<file path="config.mk">
export PLATFORM = sky130hd
export DESIGN_NAME = sstat_top
export DESIGN_NICKNAME = d
export VERILOG_FILES = /design/src/rtl/sstat_pkg.sv /design/src/rtl/sstat_rxptr.sv /design/src/rtl/sstat_top.sv
export SDC_FILE = /design/constraint.sdc
export NUM_CORES = 1
export LEC_CHECK = 0
export BUFFER_PORTS_ARGS = -buffer_cell sky130_fd_sc_hd__buf_2
export CAP_MARGIN = 20
export CORE_UTILIZATION = 41
export DETAILED_ROUTE_END_ITERATION = 12
export PLACE_DENSITY = 0.86
export SLEW_MARGIN = 20
export SYNTH_ARGS = -nofsm -noshare
export SYNTH_HDL_FRONTEND = slang
export SYNTH_SLANG_ARGS = --single-unit
</file>
<file path="constraint.sdc">
create_clock -name CORE_CLK -period 1.75 [get_ports CORE_CLK]
set_input_delay 0 -clock CORE_CLK [delete_from_list [all_inputs] [get_ports CORE_CLK]]
set_output_delay 0 -clock CORE_CLK [all_outputs]
set_load 0.02 [all_outputs]
</file>
<file path="src/rtl/sstat_pkg.sv">
// Package for the serial port status block: offsets, field positions, reset values, types
package sstat_pkg;
   localparam int unsigned ADDR_W         = 8;
   localparam logic [7:0]  OFF_STATUS     = 8'h00;
   localparam logic [7:0]  OFF_CONTROL    = 8'h04;
   localparam logic [7:0]  OFF_IRQ_STATUS = 8'h08;
   localparam logic [7:0]  OFF_IRQ_MASK   = 8'h0C;

   localparam int unsigned POS_RX_COUNT   = 24;
   localparam int unsigned POS_TX_COUNT   = 16;
   localparam int unsigned POS_FRAME_ERR  = 12;
   localparam int unsigned POS_ACTIVITY   = 11;
   localparam int unsigned POS_UNDERRUN   = 8;
   localparam int unsigned POS_SHIFT_MT   = 7;
   localparam int unsigned POS_OVERFLOW   = 6;
   localparam int unsigned POS_RX_EMPTY   = 5;
   localparam int unsigned POS_TX_EMPTY   = 3;
   localparam int unsigned POS_TX_FULL    = 1;
   localparam int unsigned POS_RX_FULL    = 0;

   localparam int unsigned POS_CTL_ON     = 0;
   localparam int unsigned POS_CTL_ENHANCED_BUFFER_ENABLE = 1;
   localparam int unsigned POS_CTL_FRAMED = 2;

   localparam int unsigned IRQ_FRAME      = 0;
   localparam int unsigned IRQ_UNDERRUN   = 1;
   localparam int unsigned IRQ_OVERFLOW   = 2;
   localparam int unsigned IRQ_W          = 3;

   localparam logic [31:0] STATUS_IMPL_MASK = 32'h1F1F_19EB;
   localparam logic [31:0] RESET_CONTROL    = 32'h0000_0000;
   localparam logic [IRQ_W-1:0] RESET_MASK  = 3'h0;
   localparam int unsigned PTR_W            = 4;

   // Events and levels coming from the shift engine and buffers
   typedef struct packed {
      logic             frame_error;
      logic             underrun;
      logic             word_received;
      logic             busy;
      logic             shifter_empty;
      logic [PTR_W-1:0] rx_write_pointer;
      logic [4:0]       tx_element_count;
      logic             tx_buffer_empty;
      logic             tx_buffer_full;
   } sstat_engine_s;

   typedef enum logic [1:0] {
      SSTAT_IDLE   = 2'b00,
      SSTAT_ACCESS = 2'b01
   } sstat_bus_e;
endpackage

</file>
<file path="src/rtl/sstat_rxptr.sv">
// Receive buffer read pointer, element count and empty/full flags
`timescale 1ns/1ps
module sstat_rxptr
   import sstat_pkg::*;
#(
   parameter int unsigned PW = PTR_W
) (
   input  wire logic          clk,
   input  wire logic          rst,
   input  wire logic          ce,
   input  wire logic          module_on,
   input  wire logic          read_strobe,
   input  wire logic [PW-1:0] write_pointer,
   output logic      [PW-1:0] read_pointer,
   output logic      [4:0]    element_count,
   output logic               empty,
   output logic               full
);
   logic [PW-1:0] rd_reg;
   logic [PW-1:0] diff;

   always_ff @(posedge clk or posedge rst) begin
      if (rst) begin
         rd_reg <= '0;
      end else if (ce) begin
         if (!module_on) begin
            rd_reg <= write_pointer;
         end else if (read_strobe && (rd_reg != write_pointer)) begin
            rd_reg <= rd_reg + 1'b1;
         end
      end
   end

   assign diff          = write_pointer - rd_reg;
   assign read_pointer  = rd_reg;
   assign element_count = 5'(diff);
   // One slot is left free so that equal pointers mean empty
   assign empty         = (rd_reg == write_pointer);
   assign full          = (diff == PW'((1 << PW) - 1));
endmodule

</file>
<file path="src/rtl/sstat_top.sv">
// Serial port status register block with APB slave and interrupt
//
// Decided for this implementation: register access over APB and the register addresses.
`timescale 1ns/1ps
module sstat_top
   import sstat_pkg::*;
(
   input  wire logic                      CORE_CLK,
   input  wire logic                      RST,
   input  wire logic                      CE,
   input  wire logic                      PSEL,
   input  wire logic                      PENABLE,
   input  wire logic                      PWRITE,
   input  wire logic [sstat_pkg::ADDR_W-1:0] PADDR,
   input  wire logic [31:0]               PWDATA,
   output logic      [31:0]               PRDATA,
   output logic                           PREADY,
   output logic                           PSLVERR,
   input  wire sstat_pkg::sstat_engine_s  ENGINE,
   output logic                           MODULE_ON,
   output logic                           ENHANCED_BUFFER_ENABLE,
   output logic                           FRAMED_MODE_ENABLE,
   output logic      [sstat_pkg::PTR_W-1:0] RX_READ_POINTER,
   output logic                           IRQ
);
   import sstat_pkg::*;

   logic [31:0]      control_reg;
   logic             frame_error_reg;
   logic             underrun_reg;
   logic             overflow_reg;
   logic [IRQ_W-1:0] irq_status_reg;
   logic [IRQ_W-1:0] irq_mask_reg;
   logic [31:0]      prdata_reg;
   sstat_bus_e       bus_state_reg;
   logic             on_d_reg;

   logic             setup;
   logic             access;
   logic             wr;
   logic             rd;
   logic             addr_ok;
   logic [4:0]       rx_count;
   logic             rx_empty;
   logic             rx_full;
   logic             rx_read;
   logic             on_rise;
   logic             st_wr;
   logic             ev_frame;
   logic             ev_under;
   logic             ev_over;
   logic [IRQ_W-1:0] ev_vec;
   logic [31:0]      status_word;

   // APB: one wait-free access, answer in the access phase itself
   assign setup   = PSEL && !PENABLE;
   assign access  = PSEL && PENABLE && CE;
   assign addr_ok = (PADDR == OFF_STATUS) || (PADDR == OFF_CONTROL) ||
                    (PADDR == OFF_IRQ_STATUS) || (PADDR == OFF_IRQ_MASK);
   assign wr      = access && PWRITE && addr_ok;
   assign rd      = access && !PWRITE;
   assign PREADY  = PSEL && PENABLE && CE;
   assign PSLVERR = PREADY && !addr_ok;

   always_ff @(posedge CORE_CLK or posedge RST) begin
      if (RST) begin
         bus_state_reg <= SSTAT_IDLE;
      end else if (CE) begin
         case (bus_state_reg)
            SSTAT_IDLE:   if (setup) bus_state_reg <= SSTAT_ACCESS;
            SSTAT_ACCESS: if (PREADY) bus_state_reg <= SSTAT_IDLE;
            default:      bus_state_reg <= SSTAT_IDLE;
         endcase
      end
   end

   always_ff @(posedge CORE_CLK or posedge RST) begin
      if (RST) begin
         control_reg <= RESET_CONTROL;
      end else if (CE && wr && PADDR == OFF_CONTROL) begin
         control_reg <= {29'h0, PWDATA[2:0]};
      end
   end

   assign MODULE_ON              = control_reg[POS_CTL_ON];
   assign ENHANCED_BUFFER_ENABLE = control_reg[POS_CTL_ENHANCED_BUFFER_ENABLE];
   assign FRAMED_MODE_ENABLE     = control_reg[POS_CTL_FRAMED];

   always_ff @(posedge CORE_CLK or posedge RST) begin
      if (RST) begin
         on_d_reg <= 1'b0;
      end else if (CE) begin
         on_d_reg <= MODULE_ON;
      end
   end
   assign on_rise = MODULE_ON && !on_d_reg;

   // Reading the data buffer is modelled as a read of the status word's
   // buffer through the pointer block; here a read of the status advances it
   assign rx_read = rd && (PADDR == OFF_STATUS) && !rx_empty;

   sstat_rxptr #(
      .PW (PTR_W)
   ) u_rxptr (
      .clk           (CORE_CLK),
      .rst           (RST),
      .ce            (CE),
      .module_on     (MODULE_ON),
      .read_strobe   (rx_read),
      .write_pointer (ENGINE.rx_write_pointer),
      .read_pointer  (RX_READ_POINTER),
      .element_count (rx_count),
      .empty         (rx_empty),
      .full          (rx_full)
   );

   assign st_wr    = wr && (PADDR == OFF_STATUS);
   assign ev_frame = MODULE_ON && FRAMED_MODE_ENABLE && ENGINE.frame_error;
   assign ev_under = MODULE_ON && FRAMED_MODE_ENABLE && ENGINE.underrun;
   // Word completes while the receive buffer is full
   assign ev_over  = MODULE_ON && ENGINE.word_received && rx_full;

   // Set wins over a same-cycle clear; a written one never sets
   always_ff @(posedge CORE_CLK or posedge RST) begin
      if (RST) begin
         frame_error_reg <= 1'b0;
      end else if (CE) begin
         if (ev_frame) begin
            frame_error_reg <= 1'b1;
         end else if (!MODULE_ON || (st_wr && !PWDATA[POS_FRAME_ERR])) begin
            frame_error_reg <= 1'b0;
         end
      end
   end

   always_ff @(posedge CORE_CLK or posedge RST) begin
      if (RST) begin
         underrun_reg <= 1'b0;
      end else if (CE) begin
         if (ev_under) begin
            underrun_reg <= 1'b1;
         end else if (on_rise || (st_wr && !PWDATA[POS_UNDERRUN])) begin
            underrun_reg <= 1'b0;
         end
      end
   end

   always_ff @(posedge CORE_CLK or posedge RST) begin
      if (RST) begin
         overflow_reg <= 1'b0;
      end else if (CE) begin
         if (ev_over) begin
            overflow_reg <= 1'b1;
         end else if (on_rise || (st_wr && !PWDATA[POS_OVERFLOW])) begin
            overflow_reg <= 1'b0;
         end
      end
   end

   assign ev_vec = {ev_over, ev_under, ev_frame};

   always_ff @(posedge CORE_CLK or posedge RST) begin
      if (RST) begin
         irq_status_reg <= '0;
      end else if (CE) begin
         if (wr && PADDR == OFF_IRQ_STATUS) begin
            irq_status_reg <= (irq_status_reg & ~PWDATA[IRQ_W-1:0]) | ev_vec;
         end else begin
            irq_status_reg <= irq_status_reg | ev_vec;
         end
      end
   end

   always_ff @(posedge CORE_CLK or posedge RST) begin
      if (RST) begin
         irq_mask_reg <= RESET_MASK;
      end else if (CE && wr && PADDR == OFF_IRQ_MASK) begin
         irq_mask_reg <= PWDATA[IRQ_W-1:0];
      end
   end

   assign IRQ = |(irq_status_reg & irq_mask_reg);

   always_comb begin
      status_word = '0;
      status_word[POS_RX_COUNT +: 5] = rx_count;
      status_word[POS_TX_COUNT +: 5] = ENGINE.tx_element_count;
      status_word[POS_FRAME_ERR]     = frame_error_reg;
      status_word[POS_ACTIVITY]      = ENGINE.busy;
      status_word[POS_UNDERRUN]      = underrun_reg;
      status_word[POS_SHIFT_MT]      = ENGINE.shifter_empty;
      status_word[POS_OVERFLOW]      = overflow_reg;
      status_word[POS_RX_EMPTY]      = rx_empty;
      status_word[POS_TX_EMPTY]      = ENGINE.tx_buffer_empty;
      status_word[POS_TX_FULL]       = ENGINE.tx_buffer_full;
      status_word[POS_RX_FULL]       = rx_full;
      status_word = status_word & STATUS_IMPL_MASK;
   end

   // Read data registered in the setup phase so it is valid at PREADY
   always_ff @(posedge CORE_CLK or posedge RST) begin
      if (RST) begin
         prdata_reg <= '0;
      end else if (CE && setup && !PWRITE) begin
         case (PADDR)
            OFF_STATUS:     prdata_reg <= status_word;
            OFF_CONTROL:    prdata_reg <= control_reg;
            OFF_IRQ_STATUS: prdata_reg <= {29'h0, irq_status_reg};
            OFF_IRQ_MASK:   prdata_reg <= {29'h0, irq_mask_reg};
            default:        prdata_reg <= '0;
         endcase
      end
   end
   assign PRDATA = prdata_reg;
endmodule

</file>
==> flow_summary.rst <==
.. list-table::
   :header-rows: 1

   * - Metric
     - Value
   * - Vias after detailed routing
     - 1795
   * - Most instantiated library cell after synthesis
     - dfrtp_1
   * - Initial antenna violation count
     - 0
   * - Worst-path clk slew
     - about 70 ps
   * - Layout cell share with drive strength beyond 1
     - 0.409
   * - Gp weighted congestion
     - around 0.89
   * - Insertion delay to the later sink of the worst-skew pair
     - 280 ps
   * - Timing-limited maximum frequency
     - about 560 MHz
   * - Worst setup slack for register-to-register paths
     - -40 ps
   * - Met3 routing resource usage after global routing
     - 0.0506
   * - CTS root buf
     - clkbuf_8
   * - Antenna viol nets, final
     - 0
   * - Clock tree from TritonCTS
     - yes
   * - Final net count
     - 341
   * - Worst-path cell chain
     - ha_4 -> inv_2 -> fa_2 -> xnor2_2 -> or4_4 -> o2bb2ai_2
   * - Ratio of routed vias to standard cells
     - around 5.5
   * - Total wire length after detailed routing
     - ~5000 µm
   * - Layout overhead on the synthesized area
     - 31.7%
   * - Setup repair after global routing missed its margin
     - true
   * - Worst setup path class
     - flop to flop
   * - Final Util
     - 0.582
   * - Slowest cell delay on critical path
     - roughly 530 ps
   * - Max-cap violations
     - 0
   * - Initial drt markers
     - 85
   * - Type of element launching the critical path
     - flop
   * - Post-layout worst setup margin
     - -38.1 ps
   * - Maximum number of pins on one net before global-route repair
     - 37
   * - Routed length per instance
     - around 15 µm
   * - Die footprint
     - roughly 5000 µm²
   * - Result of the run
     - finished with violations
   * - Worst hold endpoint
     - u_rxptr.read_pointer[3]$_DFFE_PP0P_
   * - Number of clock sinks
     - 36
   * - DRT Pass-1 Iters
     - 4
   * - Worst Max-Slew Pin Slew
     - approximately 520 ps
   * - Non-filler cells in the finished layout
     - 326
   * - Async S/R FF share, synth
     - 1.00
   * - Number of buffers added by the clock tree synthesis step
     - 5
   * - Critical Path End Type
     - flop
   * - Violations in the final reports
     - setup timing
   * - Fraction of the yosys area taken by sequential cells
     - 0.453
   * - Ratio of final minimum period to clock period
     - 1.02
   * - Data required time of the worst path
     - 1960 ps
   * - Clock tree buffer depth
     - 2
   * - DRC violations left
     - 0
   * - Clock tree skew after final layout
     - around 3.5 ps
   * - Global-route wire length before repair
     - between 8000 and 9000 µm
   * - Worst-case reg-to-reg path depth
     - 6
   * - Yosys warns
     - 0
   * - Dominant cell type by area after synthesis
     - dfrtp_1
   * - Max-slew headroom
     - 0.652
   * - Vias in the first global route
     - 1716
   * - Power consumption
     - roughly 1.7 mW
   * - Origin of the critical flop-to-flop path
     - u_rxptr.read_pointer[0]$_DFFE_PP0P_
   * - Instance count of the mapped netlist
     - between 150 and 200
   * - Final critical path time including I/O delays and setup
     - around 1800 ps
   * - Area share of the largest cell type after synthesis
     - 0.453
   * - Global Route Usage Sum
     - 0.208
   * - Largest cells by area after synthesis
     - dfrtp_1 (45%), a22o_1 (5.7%), buf_4 (5.7%)
   * - Number of enable flip-flop cells after synthesis
     - 0
   * - Global-route met2 utilization
     - 0.363
   * - Count of H-tree levels built during CTS
     - 2
   * - Endpoint of the worst register-to-register path
     - irq_status_reg[2]$_DFFE_PP0P_
   * - Final count of pins violating max slew
     - 0
   * - Family with the most delay on the worst path
     - simple AND/OR/NAND/NOR gates
   * - Power per cell area
     - ~660 nW/µm²
   * - Initial core utilization
     - 0.442
   * - Worst path arrival time
     - approximately 2000 ps
   * - Cell Area, Synth
     - approximately 2000 µm²
   * - Die Wd
     - 71.7 µm
   * - Placed cells
     - 305
   * - Worst Hold Slack
     - 0.540 ps
   * - Most Used Layer, Global Route
     - met2
   * - Port bufs
     - 64
   * - Reported leakage power
     - about 1.3 nW
   * - Placement Rows
     - 24
   * - Met1 capacity usage during global routing
     - 0.255
   * - Post-route design area
     - about 2600 µm²
   * - Post-synthesis register bit count
     - 36
   * - HPWL after detailed placement
     - 3630 µm
   * - Dominant register cell in the synthesized netlist
     - dfrtp_1
   * - Top cell types by occurrence after synthesis
     - dfrtp_1 (36), nand2_1 (20), buf_4 (15)
   * - Count of endpoints failing setup in the final report
     - 2
   * - Slowest cell on crit path
     - or4_4
   * - Core area
     - roughly 4500 µm²
   * - Peak supply drop
     - between 0.0002 and 0.00025 V
   * - Die outline height
     - just over 70 µm
   * - Hold WC Path Type
     - primary input to flop
   * - Largest register FFs
     - 19
   * - Number of failing hold endpoints at the final stage
     - 0
   * - Cell area after placement
     - between 2000 and 2500 µm²
   * - Count of unique library cells instantiated by Yosys
     - between 40 and 50
   * - Number of diodes added for antenna fixing
     - 0
   * - Worst min-delay path startpoint
     - ENGINE[10]
   * - Crit Path Max Fanout
     - 3
   * - CP bufs+invs
     - 1
   * - Worst hold stages
     - 3
   * - Number of top-level design ports
     - 104
   * - Post-Synthesis Mean Instance Area
     - about 11 µm²
   * - Overflow after GRT
     - 0
## cell type report
cell class | instances | area (µm²)
Timing Repair Buffer | 87 | 526
Tap cell | 52 | 65.1
Fill cell | 389 | 1880
Clock buffer | 6 | 72.6
Inverter | 7 | 26.3
Clock inverter | 1 | 5.00
Sequential cell | 36 | 902
Multi-Input combinational cell | 137 | 1020
## where the power goes
group	switching, mW	internal (mW)	leakage [nW]	total [mW]
clock network	0.269	0.270	0.0410	0.539
logic	0.193	0.149	0.814	0.342
registers	0.00995	0.844	0.489	0.854
## metrics by stage
stage                     setup slack [ps]  setup TNS [ps]
after floorplan                       -107            -212
after global placement                6.02               0
after detailed placement             -94.9            -143
after CTS                            -30.6           -60.8
after global routing                  -101            -256
final                                -38.1           -76.0
## tightest hold or removal path: cells and delay by family
kind,cells,cell delay [ps]
simple gates,1,80
buf+inv,1,100
compound gates,1,70
## routing by layer
layer / vias to the layer above / wire length [µm]
met1: 867 / 2090
met2: 83 / 2560
met3: 8 / 294
met5: - / 0
li1: 837 / -
met4: 0 / 53
## logic make-up after synthesis
logic type,Yosys count,synth area share
fa+ha+maj,5,0.0352
mux,9,0.0566
other cells,1,0.00188
compound gates,42,0.173
buf+inv,27,0.0792
simple gates,66,0.192
flops,36,0.453
xor+xnor,2,0.00881
## worst max-delay path by stage
| stage | cells past startpoint | startpoint | end |
|---|---|---|---|
| after floorplan | 6 | u_rxptr.read_pointer[0]$_DFFE_PP0P_ | irq_status_reg[2]$_DFFE_PP0P_ |
| after global placement | 6 | u_rxptr.read_pointer[0]$_DFFE_PP0P_ | irq_status_reg[2]$_DFFE_PP0P_ |
| after detailed placement | 6 | u_rxptr.read_pointer[0]$_DFFE_PP0P_ | irq_status_reg[2]$_DFFE_PP0P_ |
| after CTS | 6 | u_rxptr.read_pointer[0]$_DFFE_PP0P_ | overflow_reg$_DFFE_PP0P_ |
| after global routing | 6 | u_rxptr.read_pointer[0]$_DFFE_PP0P_ | overflow_reg$_DFFE_PP0P_ |
| final | 6 | u_rxptr.read_pointer[0]$_DFFE_PP0P_ | irq_status_reg[2]$_DFFE_PP0P_ |
## what timing repair did
item                       in CTS  in global routing
buffers inserted                1                  0
pin swaps                       5                  1
hold endpoints to repair       50                  0
gates resized for setup         5                  3
hold buffers                   13                  0
setup endpoints to repair       3                  5
## cells in the final DEF (no fill, tap or decap), types with 4 or more instances in the layout
| cell type | netlist | routed |
|---|---|---|
| a22o_1 | 13 | 13 |
| o21ai_0 | 4 | 4 |
| a22oi_1 | 5 | 5 |
| mux2_2 | 8 | 8 |
| buf_2 | 0 | 64 |
| inv_1 | 6 | 5 |
| dlygate4sd3_1 | 0 | 13 |
| conb_1 | 1 | 13 |
| dfrtp_1 | 36 | 35 |
| nand3_1 | 12 | 12 |
| nand2_1 | 20 | 19 |
| buf_4 | 15 | 10 |
| clkbuf_8 | 0 | 5 |
| o211ai_1 | 4 | 4 |
| nor2_1 | 6 | 6 |
(Power assumes the default switching activity.)
